`src/pkg/sp_cap_pkg.sv`:
```
// constants shared by the single-pulse / capture timer block
package sp_cap_pkg;
	// register byte offsets
	localparam logic [7:0] CTRL_OFFS   = 8'h00;
	localparam logic [7:0] STATUS_OFFS = 8'h04;
	localparam logic [7:0] CMPA_OFFS   = 8'h08;
	localparam logic [7:0] CMPB_OFFS   = 8'h0C;
	localparam logic [7:0] PERIOD_OFFS = 8'h10;
	localparam logic [7:0] COUNT_OFFS  = 8'h14;
	// control field positions
	localparam int MODE_LSB  = 0;
	localparam int IO_LSB    = 2;
	localparam int RUN_BIT   = 4;
	localparam int CAPTS_BIT = 5;
	localparam int TCLR_LSB  = 6;
	localparam int CCLR_BIT  = 8;
	localparam int OC_BIT    = 9;
	localparam int POL_BIT   = 10;
	// status field positions
	localparam int MAF_BIT = 0;
	localparam int PMF_BIT = 1;
	// reset values
	localparam logic [1:0]  FIELD2_RST = 2'h0;
	localparam logic [31:0] WORD_RST   = 32'h0;
	// modes and field encodings
	localparam logic [1:0] MODE_CAPTURE = 2'h1;
	localparam logic [1:0] MODE_SINGLE  = 2'h2;
	localparam logic [1:0] IO_RISE      = 2'h0;
	localparam logic [1:0] IO_FALL      = 2'h1;
	localparam logic [1:0] IO_BOTH      = 2'h2;
	localparam logic [1:0] IO_NONE      = 2'h3;
	localparam logic [1:0] TCLR_NONE    = 2'h0;
	localparam logic [1:0] TCLR_RISE    = 2'h1;
	localparam logic [1:0] TCLR_FALL    = 2'h2;
	localparam logic [1:0] RESP_OKAY    = 2'h0;
	localparam logic [1:0] RESP_SLVERR  = 2'h2;
	// timing, in tenths of a timer clock period (timer clock = CLK)
	localparam int FLAG_DELAY_TENTHS = 5;
	localparam int LATCH_MAX_TENTHS  = 15;
	localparam int FLAG_DELAY_CYC    = (FLAG_DELAY_TENTHS + 9) / 10;
	localparam int LATCH_MAX_CYC     = LATCH_MAX_TENTHS / 10;
	// run phase of the counter
	typedef enum logic [1:0] {
		PH_IDLE = 2'h0,
		PH_RUN  = 2'h1,
		PH_HELD = 2'h3
	} phase_t;
endpackage

```
`src/rtl/pin_sync.sv`:
```
// three-stage synchroniser for asynchronous pin inputs
`timescale 1ns/100ps
module pin_sync #(
	parameter int W = 2
) (
	input  wire logic         CLK,
	input  wire logic         SRST,
	input  wire logic [W-1:0] pin_in,
	output logic      [W-1:0] stage2,
	output logic      [W-1:0] stage3
);
	typedef struct packed {
		logic [W-1:0] s1;
		logic [W-1:0] s2;
		logic [W-1:0] s3;
	} sync_t;
	sync_t s_ff, nxt_s;

	if (W < 1) begin : g_chk
		$error("pin_sync width must be at least one");
	end

	always_comb begin
		nxt_s    = s_ff;
		nxt_s.s1 = pin_in;
		nxt_s.s2 = s_ff.s1;
		nxt_s.s3 = s_ff.s2;
		if (SRST) begin
			nxt_s = '0;
		end
	end

	always_ff @(posedge CLK) begin
		s_ff <= nxt_s;
	end

	assign stage2 = s_ff.s2;
	assign stage3 = s_ff.s3;
endmodule

```
`src/rtl/sp_cap_timer.sv`:
```
// single-pulse output and capture input timer with AXI4-Lite registers
`timescale 1ns/100ps
module sp_cap_timer #(
	parameter int CNT_W = 16
) (
	input  wire logic        CLK,
	input  wire logic        SRST,
	input  wire logic [7:0]  AWADDR,
	input  wire logic        AWVALID,
	output logic             AWREADY,
	input  wire logic [31:0] WDATA,
	input  wire logic [3:0]  WSTRB,
	input  wire logic        WVALID,
	output logic             WREADY,
	output logic [1:0]       BRESP,
	output logic             BVALID,
	input  wire logic        BREADY,
	input  wire logic [7:0]  ARADDR,
	input  wire logic        ARVALID,
	output logic             ARREADY,
	output logic [31:0]      RDATA,
	output logic [1:0]       RRESP,
	output logic             RVALID,
	input  wire logic        RREADY,
	input  wire logic        EXT_CLOCK_PIN,
	input  wire logic        CAPTURE_PIN,
	output logic             PULSE_OUT,
	output logic             PULSE_OE_N
);
	typedef struct packed {
		logic                 awready;
		logic                 wready;
		logic                 bvalid;
		logic [1:0]           bresp;
		logic                 arready;
		logic                 rvalid;
		logic [1:0]           rresp;
		logic [31:0]          rdata;
		logic                 aw_full;
		logic                 w_full;
		logic [7:0]           awaddr;
		logic [31:0]          wdata;
		logic [3:0]           wstrb;
		logic [1:0]           mode_select;
		logic [1:0]           io_select;
		logic [1:0]           capture_clear_sel;
		logic                 capture_source_sel;
		logic                 counter_clear_sel;
		logic                 output_initial_level;
		logic                 output_polarity;
		sp_cap_pkg::phase_t   phase;
		logic [CNT_W-1:0]     cnt;
		logic [CNT_W-1:0]     compare_a_value;
		logic [CNT_W-1:0]     compare_b_value;
		logic [CNT_W-1:0]     period_value;
		logic                 match_a_flag;
		logic                 period_match_flag;
		logic                 cap_pend;
		logic                 pulse;
		logic                 oe_n;
		logic                 pin;
		logic [1:0]           pin_lvl;
	} st_t;
	st_t s_ff, nxt_s;

	if (CNT_W < 2 || CNT_W > 32) begin : g_chk
		$error("counter width must lie between 2 and 32");
	end

	logic [1:0]       sync2;
	logic [1:0]       sync3;
	logic [1:0]       pin_rise;
	logic [1:0]       pin_fall;
	logic             ext_rise;
	logic             src_rise;
	logic             src_fall;
	logic             run_now;
	logic             sp_mode;
	logic             cp_mode;
	logic             do_wr;
	logic [31:0]      wr_val;
	logic             new_run;
	logic             start;
	logic             match_a;
	logic             cap_fire;
	logic             clr_edge;
	logic             per_hit;
	logic [CNT_W-1:0] cnt_inc;

	// bit 1: external clock pin, bit 0: capture pin
	pin_sync #(.W(2)) u_sync (
		.CLK    (CLK),
		.SRST   (SRST),
		.pin_in ({EXT_CLOCK_PIN, CAPTURE_PIN}),
		.stage2 (sync2),
		.stage3 (sync3)
	);

	function automatic logic [31:0] merge(input logic [31:0] old, input logic [31:0] nw,
		input logic [3:0] strb);
		logic [31:0] r;
		r = old;
		for (int i = 0; i < 4; i++) begin
			if (strb[i]) begin
				r[i*8 +: 8] = nw[i*8 +: 8];
			end
		end
		return r;
	endfunction

	function automatic logic [31:0] rd_word(input st_t s, input logic [7:0] a, input logic run);
		logic [31:0] r;
		r = sp_cap_pkg::WORD_RST;
		case (a)
			sp_cap_pkg::CTRL_OFFS: begin
				r[sp_cap_pkg::MODE_LSB +: 2] = s.mode_select;
				r[sp_cap_pkg::IO_LSB +: 2]   = s.io_select;
				r[sp_cap_pkg::RUN_BIT]       = run;
				r[sp_cap_pkg::CAPTS_BIT]     = s.capture_source_sel;
				r[sp_cap_pkg::TCLR_LSB +: 2] = s.capture_clear_sel;
				r[sp_cap_pkg::CCLR_BIT]      = s.counter_clear_sel;
				r[sp_cap_pkg::OC_BIT]        = s.output_initial_level;
				r[sp_cap_pkg::POL_BIT]       = s.output_polarity;
			end
			sp_cap_pkg::STATUS_OFFS: begin
				r[sp_cap_pkg::MAF_BIT] = s.match_a_flag;
				r[sp_cap_pkg::PMF_BIT] = s.period_match_flag;
			end
			sp_cap_pkg::CMPA_OFFS:   r[CNT_W-1:0] = s.compare_a_value;
			sp_cap_pkg::CMPB_OFFS:   r[CNT_W-1:0] = s.compare_b_value;
			sp_cap_pkg::PERIOD_OFFS: r[CNT_W-1:0] = s.period_value;
			sp_cap_pkg::COUNT_OFFS:  r[CNT_W-1:0] = s.cnt;
			default:                 r = sp_cap_pkg::WORD_RST;
		endcase
		return r;
	endfunction

	function automatic logic mapped(input logic [7:0] a);
		return a == sp_cap_pkg::CTRL_OFFS || a == sp_cap_pkg::STATUS_OFFS ||
			a == sp_cap_pkg::CMPA_OFFS || a == sp_cap_pkg::CMPB_OFFS ||
			a == sp_cap_pkg::PERIOD_OFFS || a == sp_cap_pkg::COUNT_OFFS;
	endfunction

	always_comb begin
		nxt_s    = s_ff;
		run_now  = s_ff.phase == sp_cap_pkg::PH_RUN;
		sp_mode  = s_ff.mode_select == sp_cap_pkg::MODE_SINGLE;
		cp_mode  = s_ff.mode_select == sp_cap_pkg::MODE_CAPTURE;
		// an edge counts once stages two and three agree on the new level
		pin_rise      = sync2 & sync3 & ~s_ff.pin_lvl;
		pin_fall      = ~(sync2 | sync3) & s_ff.pin_lvl;
		nxt_s.pin_lvl = (s_ff.pin_lvl | pin_rise) & ~pin_fall;
		ext_rise      = pin_rise[1];
		// source select
		src_rise = s_ff.capture_source_sel ? pin_rise[1] : pin_rise[0];
		src_fall = s_ff.capture_source_sel ? pin_fall[1] : pin_fall[0];
		do_wr    = s_ff.aw_full & s_ff.w_full & ~s_ff.bvalid;
		wr_val   = merge(rd_word(s_ff, s_ff.awaddr, run_now), s_ff.wdata, s_ff.wstrb);
		new_run  = wr_val[sp_cap_pkg::RUN_BIT];
		cnt_inc  = s_ff.cnt + CNT_W'(1);

		// write channel
		if (s_ff.bvalid & BREADY) begin
			nxt_s.bvalid = 1'b0;
		end
		if (AWVALID & s_ff.awready) begin
			nxt_s.aw_full = 1'b1;
			nxt_s.awaddr  = AWADDR;
		end
		if (WVALID & s_ff.wready) begin
			nxt_s.w_full = 1'b1;
			nxt_s.wdata  = WDATA;
			nxt_s.wstrb  = WSTRB;
		end
		if (do_wr) begin
			nxt_s.aw_full = 1'b0;
			nxt_s.w_full  = 1'b0;
			nxt_s.bvalid  = 1'b1;
			nxt_s.bresp   = mapped(s_ff.awaddr) ? sp_cap_pkg::RESP_OKAY : sp_cap_pkg::RESP_SLVERR;
			case (s_ff.awaddr)
				sp_cap_pkg::CTRL_OFFS: begin
					nxt_s.mode_select          = wr_val[sp_cap_pkg::MODE_LSB +: 2];
					nxt_s.io_select            = wr_val[sp_cap_pkg::IO_LSB +: 2];
					nxt_s.capture_source_sel   = wr_val[sp_cap_pkg::CAPTS_BIT];
					nxt_s.capture_clear_sel    = wr_val[sp_cap_pkg::TCLR_LSB +: 2];
					nxt_s.counter_clear_sel    = wr_val[sp_cap_pkg::CCLR_BIT];
					nxt_s.output_initial_level = wr_val[sp_cap_pkg::OC_BIT];
					nxt_s.output_polarity      = wr_val[sp_cap_pkg::POL_BIT];
				end
				sp_cap_pkg::STATUS_OFFS: begin
					// write one to clear; a set below wins
					if (s_ff.wstrb[0] & s_ff.wdata[sp_cap_pkg::MAF_BIT]) begin
						nxt_s.match_a_flag = 1'b0;
					end
					if (s_ff.wstrb[0] & s_ff.wdata[sp_cap_pkg::PMF_BIT]) begin
						nxt_s.period_match_flag = 1'b0;
					end
				end
				sp_cap_pkg::CMPA_OFFS:   nxt_s.compare_a_value = wr_val[CNT_W-1:0];
				sp_cap_pkg::CMPB_OFFS:   nxt_s.compare_b_value = wr_val[CNT_W-1:0];
				sp_cap_pkg::PERIOD_OFFS: nxt_s.period_value = wr_val[CNT_W-1:0];
				default:                 nxt_s.bresp = nxt_s.bresp;
			endcase
		end
		nxt_s.awready = ~nxt_s.aw_full & ~nxt_s.bvalid;
		nxt_s.wready  = ~nxt_s.w_full & ~nxt_s.bvalid;

		// read channel
		if (s_ff.rvalid & RREADY) begin
			nxt_s.rvalid  = 1'b0;
			nxt_s.arready = 1'b1;
		end
		if (ARVALID & s_ff.arready) begin
			nxt_s.rvalid  = 1'b1;
			nxt_s.arready = 1'b0;
			nxt_s.rdata   = rd_word(s_ff, ARADDR, run_now);
			nxt_s.rresp   = mapped(ARADDR) ? sp_cap_pkg::RESP_OKAY : sp_cap_pkg::RESP_SLVERR;
		end

		// run control
		start   = ~run_now & ((do_wr & s_ff.awaddr == sp_cap_pkg::CTRL_OFFS & new_run) |
			(sp_mode & ext_rise));
		match_a = sp_mode & run_now & s_ff.cnt == s_ff.compare_a_value;
		per_hit = (s_ff.period_value == '0) ? (s_ff.cnt == '1) : (s_ff.cnt == s_ff.period_value);
		case (s_ff.capture_clear_sel)
			sp_cap_pkg::TCLR_NONE: clr_edge = 1'b0;
			sp_cap_pkg::TCLR_RISE: clr_edge = src_rise;
			sp_cap_pkg::TCLR_FALL: clr_edge = src_fall;
			default:               clr_edge = src_rise | src_fall;
		endcase
		case (s_ff.io_select)
			sp_cap_pkg::IO_RISE: cap_fire = src_rise;
			sp_cap_pkg::IO_FALL: cap_fire = src_fall;
			sp_cap_pkg::IO_BOTH: cap_fire = src_rise | src_fall;
			default:             cap_fire = 1'b0;
		endcase
		cap_fire = cap_fire & cp_mode & run_now;

		nxt_s.cap_pend = cap_fire;
		if (s_ff.cap_pend) begin
			nxt_s.match_a_flag = 1'b1;
		end
		if (start) begin
			nxt_s.phase = sp_cap_pkg::PH_RUN;
			nxt_s.cnt   = '0;
			nxt_s.pulse = 1'b1;
		end else if (run_now) begin
			if (match_a | (do_wr & s_ff.awaddr == sp_cap_pkg::CTRL_OFFS & ~new_run)) begin
				nxt_s.phase = sp_cap_pkg::PH_HELD;
				nxt_s.pulse = 1'b0;
				if (match_a) begin
					nxt_s.match_a_flag = 1'b1;
				end
			end else if (sp_mode) begin
				nxt_s.cnt = cnt_inc;
			end else if (cp_mode) begin
				if (per_hit | clr_edge) begin
					nxt_s.cnt = '0;
				end else begin
					nxt_s.cnt = cnt_inc;
				end
				if (per_hit) begin
					nxt_s.period_match_flag = 1'b1;
				end
			end
		end
		if (cap_fire) begin
			// clearing edges land in B, the rest in A
			if (s_ff.capture_clear_sel != sp_cap_pkg::TCLR_NONE && clr_edge) begin
				nxt_s.compare_b_value = s_ff.cnt;
			end else begin
				nxt_s.compare_a_value = s_ff.cnt;
			end
		end

		// output pin, driven only in single pulse
		nxt_s.oe_n = nxt_s.mode_select != sp_cap_pkg::MODE_SINGLE;
		nxt_s.pin  = nxt_s.oe_n ? 1'b0 :
			((nxt_s.pulse ? nxt_s.output_initial_level : ~nxt_s.output_initial_level) ^
			nxt_s.output_polarity);

		if (SRST) begin
			nxt_s         = '0;
			nxt_s.phase   = sp_cap_pkg::PH_IDLE;
			nxt_s.awready = 1'b1;
			nxt_s.wready  = 1'b1;
			nxt_s.arready = 1'b1;
			nxt_s.oe_n    = 1'b1;
		end
	end

	always_ff @(posedge CLK) begin
		s_ff <= nxt_s;
	end

	assign AWREADY    = s_ff.awready;
	assign WREADY     = s_ff.wready;
	assign BVALID     = s_ff.bvalid;
	assign BRESP      = s_ff.bresp;
	assign ARREADY    = s_ff.arready;
	assign RVALID     = s_ff.rvalid;
	assign RDATA      = s_ff.rdata;
	assign RRESP      = s_ff.rresp;
	assign PULSE_OUT  = s_ff.pin;
	assign PULSE_OE_N = s_ff.oe_n;

	property p_start_count;
		@(posedge CLK) disable iff (SRST)
		start |=> run_now && s_ff.cnt == '0 ##1 (s_ff.cnt == CNT_W'(1) || !run_now);
	endproperty
	a_start_count: assert property (p_start_count) else $error("run start did not restart count");

	property p_ext_trigger;
		@(posedge CLK) disable iff (SRST)
		sp_mode && !run_now && ext_rise |=> run_now && s_ff.pulse;
	endproperty
	a_ext_trigger: assert property (p_ext_trigger) else $error("pin edge did not start pulse");

	property p_match_stop;
		@(posedge CLK) disable iff (SRST)
		match_a && !start |=> !run_now && !s_ff.pulse && s_ff.match_a_flag && $stable(s_ff.cnt);
	endproperty
	a_match_stop: assert property (p_match_stop) else $error("match A did not end pulse");

	property p_no_period_sp;
		@(posedge CLK) disable iff (SRST)
		sp_mode && !s_ff.period_match_flag |=> !s_ff.period_match_flag;
	endproperty
	a_no_period_sp: assert property (p_no_period_sp) else $error("period flag in single pulse");

	property p_cap_flag;
		@(posedge CLK) disable iff (SRST)
		cap_fire |=> (s_ff.compare_a_value == $past(s_ff.cnt) || s_ff.compare_b_value == $past(s_ff.cnt))
			##1 s_ff.match_a_flag;
	endproperty
	a_cap_flag: assert property (p_cap_flag) else $error("capture latch or flag late");

	property p_no_capture;
		@(posedge CLK) disable iff (SRST)
		cp_mode && s_ff.io_select == sp_cap_pkg::IO_NONE && !do_wr |=> $stable(s_ff.compare_a_value)
			&& $stable(s_ff.compare_b_value);
	endproperty
	a_no_capture: assert property (p_no_capture) else $error("capture with edges disabled");

	property p_free_run;
		@(posedge CLK) disable iff (SRST)
		cp_mode && run_now && !per_hit && !clr_edge && !do_wr |=> s_ff.cnt == $past(cnt_inc);
	endproperty
	a_free_run: assert property (p_free_run) else $error("capture counter stalled");

	property p_period_clear;
		@(posedge CLK) disable iff (SRST)
		cp_mode && run_now && per_hit && !do_wr |=> s_ff.cnt == '0 && s_ff.period_match_flag;
	endproperty
	a_period_clear: assert property (p_period_clear) else $error("period match not handled");

	property p_pin_idle;
		@(posedge CLK) disable iff (SRST)
		cp_mode |-> PULSE_OE_N && !PULSE_OUT;
	endproperty
	a_pin_idle: assert property (p_pin_idle) else $error("pin driven in capture mode");

	property p_flag_hold;
		@(posedge CLK) disable iff (SRST)
		s_ff.match_a_flag && !(do_wr && s_ff.awaddr == sp_cap_pkg::STATUS_OFFS) |=> s_ff.match_a_flag;
	endproperty
	a_flag_hold: assert property (p_flag_hold) else $error("flag A dropped on its own");
endmodule

```
`config.mk`:
```
export PLATFORM = sky130hd
export DESIGN_NAME = sp_cap_timer
export DESIGN_NICKNAME = d
export VERILOG_FILES = /design/src/pkg/sp_cap_pkg.sv /design/src/rtl/pin_sync.sv /design/src/rtl/sp_cap_timer.sv
export SDC_FILE = /design/constraint.sdc
export NUM_CORES = 1
export LEC_CHECK = 0
export BUFFER_PORTS_ARGS = -buffer_cell sky130_fd_sc_hd__buf_2
export CORE_ASPECT_RATIO = 1.75
export CORE_MARGIN = 2
export CORE_UTILIZATION = 50
export DETAILED_ROUTE_END_ITERATION = 10
export PLACE_DENSITY = 0.7
export SLEW_MARGIN = 20
export SYNTH_ARGS = -nofsm -noshare
export SYNTH_HDL_FRONTEND = slang
export SYNTH_SLANG_ARGS = --single-unit
```
`constraint.sdc`:
```
create_clock -name CLK -period 6.77 [get_ports CLK]
set_input_delay 0 -clock CLK [delete_from_list [all_inputs] [get_ports CLK]]
set_output_delay 0 -clock CLK [all_outputs]
set_load 0.05 [all_outputs]
```
==> flow_metrics.env, run 1 <==
export IMPL_viasPerCell=5.90
export IMPL_tightest_slew_ns=1.10
export IMPL_min_path_type="in2reg"
export IMPL_synth_cell_types=66
export IMPL_antenna_found_initial=0
export IMPL_clock_fmax_ghz=0.258
export IMPL_wirelength_um=23200
export IMPL_fp_row_count=61
export IMPL_rr_worst_depth=7
export IMPL_slowest_stage="nor3_1"
export IMPL_skew_ns=0.0112
export IMPL_die_h_um=173
export IMPL_grt_pass1_wl_um=36700
export IMPL_dr_first_iter_drc_count=824
export IMPL_fin_setup_tns_ns=0
export IMPL_synth_top_area_share_pct=34.7
export IMPL_path_cells="nor3_1 > nand3_1 > nor2_1 > a32o_1 > a2111oi_4 > buf_4 > nor3_1"
export IMPL_die_w_um=100
export IMPL_cap_violations=0
export IMPL_finalPower_mw=2.01
export IMPL_p_leak_nw=3.25
export IMPL_place_area_um2=8250
export IMPL_synthTopCellsByArea="dfxtp_1, mux2i_1, nor2_1, a21oi_1, nand2_1"
export IMPL_post_drt_wl_per_cell_um=18.4
export IMPL_rsz0062_at_grt="no"
export IMPL_crit_arrival_ns=4.22
export IMPL_clock_latency_ns=0.43
export IMPL_cts_tree="yes"
export IMPL_syn_area_per_cell_um2=7.99
export IMPL_ys_flop_type="dfxtp_1"
export IMPL_relSlewSlack_pct=26.6
export IMPL_syn_to_final_growth_pct=13.4
export IMPL_core_um2=16000
export IMPL_critical_path_class="reg2reg"
export IMPL_drtPass1Iterations=5
export IMPL_yosys_area_top_type="dfxtp_1"
export IMPL_cp_required_ns=7.12
export IMPL_h_tree_depth=4
export IMPL_slew_viol_final=0
export IMPL_drive_above_1_share_pct=13.4
export IMPL_min_period_ns=3.87
export IMPL_hold_slack_ns=0.160
export IMPL_cp_start_kind="flop"
export IMPL_seq_area_frac_synth_pct=34.7
export IMPL_first_global_vias=6946
export IMPL_grt_max_degree=93
export IMPL_status="finished clean"
export IMPL_vias=7456
export IMPL_place_hpwl_um=15500
export IMPL_finalSetupViolCount=0
export IMPL_synth_edff_count=0
export IMPL_clock_sinks=141
export IMPL_cp_end_kind="flop"
export IMPL_antenna_cells=0
export IMPL_powerDensity_nw_per_um2=218
export IMPL_vdd_drop_max_uv=181
export IMPL_cp_slowest_stage_delay_ns=0.87
export IMPL_clkTransAtPathRegs_ns=0.06
export IMPL_async_reset_ff_share_pct=0
export IMPL_gp_congestion=0.894
export IMPL_cp_max_fo=18
export IMPL_cts_path_max_buffers=2
export IMPL_hold_path_depth=5
export IMPL_root_buffer="clkbuf_16"
export IMPL_grtUsageTotal_pct=26.8
export IMPL_drc=0
export IMPL_syn_area_um2=8140
export IMPL_start_util_pct=51.0
export IMPL_portBuffers=67
export IMPL_hold_violations=0
export IMPL_fill_cells=1438
export IMPL_grt_overflow=0
export IMPL_numCtsBuffers=17
export IMPL_cpMostUsedCell="nor3_1"
export IMPL_drtAntennaViolNets=0
export IMPL_syn_inst=1019
export IMPL_yosys_warnings=0
export IMPL_fin_crit_sh_pct=57.2
export IMPL_fin_nets=1126
export IMPL_synth_seq_cells=141
export IMPL_dieArea_um2=17400
export IMPL_io_pins=104
export IMPL_stdcell_area_um2=9230
## area by class of cell
type | instances | area, um^2 | area share [%]
clock inverters | 13 | 120 | 1.30
flip-flops and latches | 141 | 2820 | 30.6
repair buffers | 121 | 851 | 9.21
clock buffers | 18 | 429 | 4.65
well taps | 189 | 236 | 2.56
inverters | 19 | 71.3 | 0.772
multi-input cells | 762 | 4700 | 50.9
## final timing paths
kind / slack (ns) / start / endpoint
worst max register to register: 2.90 / s_ff[123]$_SDFFE_PP0P_ / s_ff[59]$_SDFFE_PP0P_
worst max-delay path: 2.90 / s_ff[123]$_SDFFE_PP0P_ / s_ff[59]$_SDFFE_PP0P_
worst min-delay path: 0.16 / ARADDR[4] / RDATA[14]$_SDFFE_PP0P_
worst min register to register: 0.44 / u_sync.s_ff[4]$_SDFF_PP0_ / u_sync.stage2[0]$_SDFF_PP0_
## layout by cell type (no fill, tap or decap), drive strengths merged, types with 14 or more instances in the layout
cell         synthesis  layout
a211oi              29      29
a21oi               82      82
buf                 58      78
clkbuf              56      18
conb                 1      18
dfxtp              141     141
dlygate4sd3          0      43
inv                 19      21
mux2i               74      74
nand2              103     103
nand2b              17      17
nand3               28      28
nand4               14      14
nor2               139     139
nor2b               14      14
nor3                56      56
o21ai               33      33
o22ai               14      14
xnor2               32      32
## sequential cells by signal, summed over array words and instances, names as in the netlist, 2 cells and up
register,flops
u_sync.stage2,2
RDATA,16
u_sync.s_ff,2
u_sync.stage3,2
s_ff,110
## stage by stage
step / setup slack (ns) / instances / util [%]
2_1_floorplan: 4.22 / 1036 / -
3_3_place_gp: 3.15 / 1189 / 51.7
3_5_place_dp: 3.05 / 1189 / 51.7
4_1_cts: 3.05 / 1263 / 57.8
5_1_grt: 2.77 / 1263 / 57.9
6_report: 2.90 / 1263 / 57.9
## cells by family (layout without fill, tap and decap cells)
family	count (synthesis)	after routing	share of synthesized area [%]
fa+ha+maj	3	3	0.461
buf+inv	133	171	8.61
compound gates	210	210	16.4
other cells	1	18	0.0461
flops	141	141	34.7
mux	80	80	9.93
simple gates	410	410	25.5
xor+xnor	41	41	4.41
## where the power goes
group	leakage [nW]	switching, mW	total (mW)	internal, mW
logic	1.86	0.170	0.250	0.0796
registers	1.14	0.0239	0.878	0.854
clock network	0.239	0.380	0.883	0.503
## metal layers
layer / global-route usage (%) / vias to the layer above / share of wire, %
met5: 0 / - / 0
met3: 4.37 / 68 / 5.4
met2: 46.6 / 281 / 51
li1: - / 3614 / -
met1: 31.7 / 3493 / 40
met4: 12.4 / 0 / 3.7
## worst max-delay path, delay by kind of cell (launching register included)
family          cells  cell delay (ns)
flops               1             0.48
compound gates      2             0.87
simple gates        4             2.18
buf+inv             1             0.26
## synthesized netlist by cell type, drive strengths merged, types with 3 or more instances
library cell / count
or3: 4
o31ai: 6
a21oi: 82
mux2i: 74
a211oi: 29
a221oi: 7
inv: 19
mux2: 6
ha: 3
nand2b: 17
clkbuf: 56
nand4: 14
xnor2: 32
nor4bb: 4
nor2: 139
o22ai: 14
nor4b: 3
and2: 4
a311oi: 6
and3b: 3
o21ai: 33
o21bai: 5
nor3: 56
nand3: 28
a32oi: 3
xor2: 9
buf: 58
a22oi: 6
nor2b: 14
dfxtp: 141
nand2: 103
nor4: 8
## repair_timing
action	in CTS	in global routing
endpoints found under the hold margin	52	0
gates resized for setup	0	0
setup buffers	0	0
hold buffers	43	0
(Power assumes the default switching activity.)
==> inputs of run 2 (changes only) <==
==> constraint.sdc (replaced) <==
create_clock -name CLK -period 4 [get_ports CLK]
set_input_delay 0 -clock CLK [delete_from_list [all_inputs] [get_ports CLK]]
set_output_delay 0 -clock CLK [all_outputs]
set_load 0.05 [all_outputs]
==> run 2 against run 1 <==
Compared with the run above:
- maximum frequency up 28%
- sequential cell count did not move
- combinational power rose by 69%
- first-iteration DRC count fell by 32%
- clock power increased by 97%
- register-to-register slack got worse by 1.9 ns
- utilization increased by 0.88 points
- count of clock-buffer cells in the layout decreased by 1
- cell area increased by 1.5%
==> flow_metrics.env, run 2 (synthesis results as in run 1) <==
export IMPL_place_ws_ns=1.11
export IMPL_drive_above_1_share_pct=14.2
export IMPL_root_buffer="clkbuf_16"
export IMPL_cap_violations=0
export IMPL_syn_to_final_growth_pct=15.1
export IMPL_post_drt_wl_per_cell_um=18.5
export IMPL_path_cells="nor2_1 > nand3_1 > or2_0 > a2bb2oi_1 > a221oi_1 > xnor2_1 > nor2_1"
export IMPL_fin_crit_sh_pct=75.6
export IMPL_fin_setup_tns_ns=0
export IMPL_clock_latency_ns=0.42
export IMPL_cts_path_max_buffers=2
export IMPL_drtPass1Iterations=7
export IMPL_rsz0062_at_grt="no"
export IMPL_io_pins=104
export IMPL_globalRouteMet1Util_pct=31.7
export IMPL_postCtsSetupBuffers=0
export IMPL_min_path_type="in2reg"
export IMPL_slowest_stage="or2_0"
export IMPL_gp_congestion=0.930
export IMPL_fill_cells=1422
export IMPL_status="finished clean"
export IMPL_cp_max_fo=17
export IMPL_hold_violations=0
export IMPL_p_leak_nw=3.36
export IMPL_cp_end_kind="flop"
export IMPL_die_h_um=173
export IMPL_relSlewSlack_pct=30.6
export IMPL_start_util_pct=51.0
export IMPL_cp_start_kind="flop"
export IMPL_finalPower_mw=3.64
export IMPL_cpMostUsedCell="nor2_1"
export IMPL_die_w_um=100
export IMPL_antenna_cells=0
export IMPL_antenna_found_initial=0
export IMPL_tightest_slew_ns=1.04
export IMPL_min_period_ns=3.02
export IMPL_clock_fmax_ghz=0.331
export IMPL_core_um2=16000
export IMPL_numCtsBuffers=17
export IMPL_fp_row_count=61
export IMPL_dieArea_um2=17400
export IMPL_first_global_vias=7168
export IMPL_vdd_drop_max_uv=309
export IMPL_grtUsageTotal_pct=27.3
export IMPL_vias=7544
export IMPL_dr_first_iter_drc_count=557
export IMPL_final_common_cell="dfxtp_1"
export IMPL_use_met3_pct=4.28
export IMPL_worst_slack_ns=0.977
export IMPL_crit_arrival_ns=3.33
export IMPL_cts_tree="yes"
export IMPL_grt_busiest_layer="met2"
export IMPL_finalSetupViolCount=0
export IMPL_slew_viol_final=0
export IMPL_drc=0
export IMPL_r2r_start="s_ff[126]$_SDFFE_PP0P_"
export IMPL_mostFrequentLayoutCells="dfxtp_1, nor2_1, nand2_1"
export IMPL_gr_usage_met2_pct=46.1
export IMPL_grt_max_degree=80
export IMPL_clkTransAtPathRegs_ns=0.06
export IMPL_grt_overflow=0
export IMPL_powerDensity_nw_per_um2=389
export IMPL_portBuffers=67
export IMPL_fin_nets=1134
export IMPL_clock_sinks=141
export IMPL_critical_path_class="reg2reg"
export IMPL_cp_required_ns=4.31
export IMPL_largest_reg_flops=110
export IMPL_top_register="s_ff"
export IMPL_worstHoldStart="ARVALID"
export IMPL_startpoint="s_ff[126]$_SDFFE_PP0P_"
export IMPL_h_tree_depth=4
export IMPL_skew_ns=0.00897
export IMPL_wirelength_um=23400
export IMPL_cp_slowest_stage_delay_ns=0.65
export IMPL_hold_slack_ns=0.135
export IMPL_grt_pass1_wl_um=37400
export IMPL_viasPerCell=5.94
export IMPL_place_hpwl_um=15900
export IMPL_drtAntennaViolNets=0
-- run 2: through the flow --
step / utilization, % / area (um^2) / instances
CTS: 58.8 / 9370 / 1270
global route: 58.8 / 9370 / 1270
finish: 58.8 / 9370 / 1270
global placement: 52.2 / 8320 / 1199
floorplan: - / 8210 / 1036
detailed placement: 52.2 / 8320 / 1199
-- run 2: path summary, 6_finish.rpt --
kind                                 endpoint  slack [ns]  cells after the start
hold / removal            RVALID$_SDFFE_PP0P_        0.13                      3
hold reg to reg   u_sync.stage2[0]$_SDFF_PP0_        0.44                      1
setup reg to reg         PULSE_OUT$_SDFF_PP0_        0.98                      7
setup / recovery         PULSE_OUT$_SDFF_PP0_        0.98                      7
-- run 2: layer usage --
layer	vias up	part of all wire, %	wire [um]
li1	3619	-	-
met1	3523	39	9200
met2	320	50	11700
met3	82	5.5	1290
met4	0	5.2	1220
met5	-	0	0
-- run 2: critical path: cells and delay by family, from the launching register on --
family | cells | cell delay, ns
flip-flops | 1 | 0.36
XOR/XNOR | 1 | 0.19
AND/OR/NAND/NOR | 4 | 1.62
AO/OA/AOI/OAI | 2 | 0.74
-- run 2: power breakdown --
part           switching, mW  leakage (nW)  total, mW  internal (mW)
sequential            0.0408          1.14       1.49           1.45
clock                  0.630         0.310       1.74           1.11
combinational          0.285          1.91      0.422          0.137
total                  0.956          3.36       3.64           2.69
-- run 2: timing repair --
action	in CTS	in global routing
hold endpoints to repair	34	0
hold buffers	41	0
gates resized for setup	0	0
-- run 2: layout make-up --
type	instances	area, um^2	area share [%]
clock buffer	17	425	4.54
clock inverter	13	215	2.30
inverter	19	71.3	0.761
multi-input combinational	762	4700	50.1
sequential	141	2820	30.1
tap	189	236	2.52
timing repair buffer	129	906	9.66
==> inputs of run 3 (changes only) <==
--- a/config.mk
+++ b/config.mk
@@ -5,12 +5,13 @@
 export SDC_FILE = /design/constraint.sdc
 export NUM_CORES = 1
 export LEC_CHECK = 0
+export ABC_AREA = 1
 export BUFFER_PORTS_ARGS = -buffer_cell sky130_fd_sc_hd__buf_2
 export CORE_ASPECT_RATIO = 1.75
 export CORE_MARGIN = 2
 export CORE_UTILIZATION = 50
 export DETAILED_ROUTE_END_ITERATION = 10
-export PLACE_DENSITY = 0.7
+export PLACE_DENSITY = 0.73
 export SLEW_MARGIN = 20
 export SYNTH_ARGS = -nofsm -noshare
 export SYNTH_HDL_FRONTEND = slang
==> constraint.sdc (replaced) <==
create_clock -name CLK -period 2.75 [get_ports CLK]
set_input_delay 0 -clock CLK [delete_from_list [all_inputs] [get_ports CLK]]
set_output_delay 0 -clock CLK [all_outputs]
set_load 0.05 [all_outputs]
==> run 3 against run 2 <==
Compared with the run above:
- via count grew 8.2%
- critical path depth grew 2
- register-to-register slack lost 0.68 ns
- critical path type unchanged
- highest routed layer unchanged
==> flow_metrics.env, run 3 <==
export IMPL_h_tree_depth=4
export IMPL_cts_path_max_buffers=2
export IMPL_die_w_um=98.8
export IMPL_top_register="s_ff"
export IMPL_yosys_warnings=0
export IMPL_synth_top_area_share_pct=35.9
export IMPL_hold_violations=0
export IMPL_yosysMostFrequentCell="nand2_1"
export IMPL_fp_row_count=60
export IMPL_tightest_slew_ns=0.935
export IMPL_grtUsageTotal_pct=30.4
export IMPL_synth_edff_count=0
export IMPL_rsz0062_at_grt="no"
export IMPL_powerDensity_nw_per_um2=592
export IMPL_first_global_vias=7501
export IMPL_grt_overflow=0
export IMPL_clkTransAtPathRegs_ns=0.06
export IMPL_critical_path_class="reg2reg"
export IMPL_core_um2=15400
export IMPL_stdcell_area_um2=9110
export IMPL_relSlewSlack_pct=37.6
export IMPL_portBuffers=67
export IMPL_vias=8162
export IMPL_grt_pass1_wl_um=39900
export IMPL_cp_start_kind="flop"
export IMPL_fin_crit_sh_pct=89.2
export IMPL_drtAntennaViolNets=0
export IMPL_final_util_pct=59.2
export IMPL_drive_above_1_share_pct=13.8
export IMPL_wirelength_um=25500
export IMPL_gp_congestion=0.947
export IMPL_cp_required_ns=3.10
export IMPL_fin_setup_tns_ns=0
export IMPL_die_h_um=170
export IMPL_post_drt_wl_per_cell_um=17.7
export IMPL_finalNonFillerCells=1442
export IMPL_drc=0
export IMPL_clock_sinks=141
export IMPL_clock_latency_ns=0.43
export IMPL_start_util_pct=51.0
export IMPL_slew_viol_final=0
export IMPL_vdd_drop_max_uv=401
export IMPL_ys_flop_type="dfxtp_1"
export IMPL_cap_violations=0
export IMPL_antenna_cells=0
export IMPL_dieArea_um2=16800
export IMPL_synth_seq_cells=141
export IMPL_synthTopCellsByArea="dfxtp_1, nand2_1, a21oi_1, o21ai_0, inv_1"
export IMPL_fin_nets=1308
export IMPL_io_pins=104
export IMPL_finalSetupViolCount=0
export IMPL_crit_arrival_ns=2.81
export IMPL_viasPerCell=5.66
export IMPL_drtPass1Iterations=5
export IMPL_min_path_type="in2reg"
export IMPL_syn_area_per_cell_um2=6.69
export IMPL_p_leak_nw=3.79
export IMPL_async_reset_ff_share_pct=0
export IMPL_syn_area_um2=7860
export IMPL_place_hpwl_um=18000
export IMPL_cp_end_kind="flop"
export IMPL_dr_first_iter_drc_count=888
export IMPL_place_area_um2=8150
export IMPL_final_common_cell="nand2_1"
export IMPL_numCtsBuffers=17
export IMPL_mostFrequentLayoutCells="nand2_1, dfxtp_1, a21oi_1"
export IMPL_cp_max_fo=21
export IMPL_multi_input_area_um2=4020
export IMPL_syn_to_final_growth_pct=16.0
export IMPL_min_period_ns=2.45
export IMPL_synth_cell_types=47
export IMPL_seq_area_frac_synth_pct=35.9
export IMPL_antenna_found_initial=0
export IMPL_postCtsSetupBuffers=0
export IMPL_worst_slack_ns=0.296
export IMPL_status="finished clean"
export IMPL_root_buffer="clkbuf_16"
export IMPL_cts_tree="yes"
export IMPL_grt_max_degree=55
export IMPL_place_inst=1381
export IMPL_clock_fmax_ghz=0.408
export IMPL_fill_cells=1448
export IMPL_syn_inst=1175
export IMPL_place_ws_ns=0.450
export IMPL_largest_reg_flops=110
export IMPL_skew_ns=0.00996
export IMPL_seq_area_um2=2820
export IMPL_synth_common_cells="nand2_1, dfxtp_1, a21oi_1, inv_1, nor2_1"
export IMPL_yosys_area_top_type="dfxtp_1"
-- run 3: cell types whose count changed in the layout (fill, tap and decap cells not counted), moves of 16 or more --
cell      delta
o22ai_1     +28
nand2_1    +118
mux2i_1     -74
nand2b_1    -17
nor2_2      +16
nor3_1      -32
a21oi_1     +55
xnor2_1     -31
o21ai_0     +86
nand3_1     +19
inv_1      +113
a211oi_1    -28
-- run 3: through the flow --
step	hold slack, ns	total power, mW
floorplan	0.107	2.67
finish	0.0760	5.39
global placement	0.199	2.80
global route	0.122	5.55
CTS	0.0812	5.38
detailed placement	0.209	2.81
-- run 3: routing by layer --
layer  vias up  part of all wire [%]  GRT usage, %
li1       3933                     -             -
met3       107                   7.0          4.56
met4         0                   5.4          17.4
met2       422                    50          53.6
met1      3700                    38          34.6
met5         -                     0             0
-- run 3: layout make-up --
cell class / count / share of cell area (%)
multi-input combinational: 820 / 44.1
sequential: 141 / 31.0
timing repair buffer: 126 / 9.50
inverter: 138 / 5.69
clock buffer: 21 / 5.16
tap: 186 / 2.55
clock inverter: 10 / 2.05
-- run 3: worst max-delay path, stage by stage (launching register included) --
cell and delay [ns]:
dfxtp_1 0.31, inv_1 0.08, nand2_2 0.11, nor2_4 0.18, nand2_1 0.43, nor2_1 0.27, inv_1 0.45, a21oi_1 0.28
o21ai_0 0.11, a21oi_1 0.16
-- run 3: kinds of logic after synthesis --
kind of cell / count (synthesis) / share of synthesized area (%)
simple gates: 453 / 24.9
flops: 141 / 35.9
fa+ha+maj: 3 / 0.478
other cells: 1 / 0.0477
buf+inv: 231 / 13.8
xor+xnor: 19 / 2.12
compound gates: 327 / 22.7
-- run 3: final timing paths --
path | start | endpoint | slack, ns | cells after the start
max | s_ff[127]$_SDFFE_PP0P_ | s_ff[55]$_SDFF_PP0_ | 0.30 | 9
min | ARADDR[3] | RDATA[1]$_SDFFE_PP0P_ | 0.08 | 4
max reg2reg | s_ff[127]$_SDFFE_PP0P_ | s_ff[55]$_SDFF_PP0_ | 0.30 | 9
min reg2reg | u_sync.s_ff[4]$_SDFF_PP0_ | u_sync.stage2[0]$_SDFF_PP0_ | 0.41 | 2
-- run 3: power by group --
| group | internal, mW | switching [mW] |
|---|---|---|
| registers | 2.11 | 0.0463 |
| logic | 0.191 | 0.459 |
| clock network | 1.68 | 0.905 |
| total | 3.98 | 1.41 |
-- run 3: what timing repair did --
action	4_1_cts	5_1_grt
hold buffers	30	0
hold endpoints to repair	33	0
resized for setup	0	0
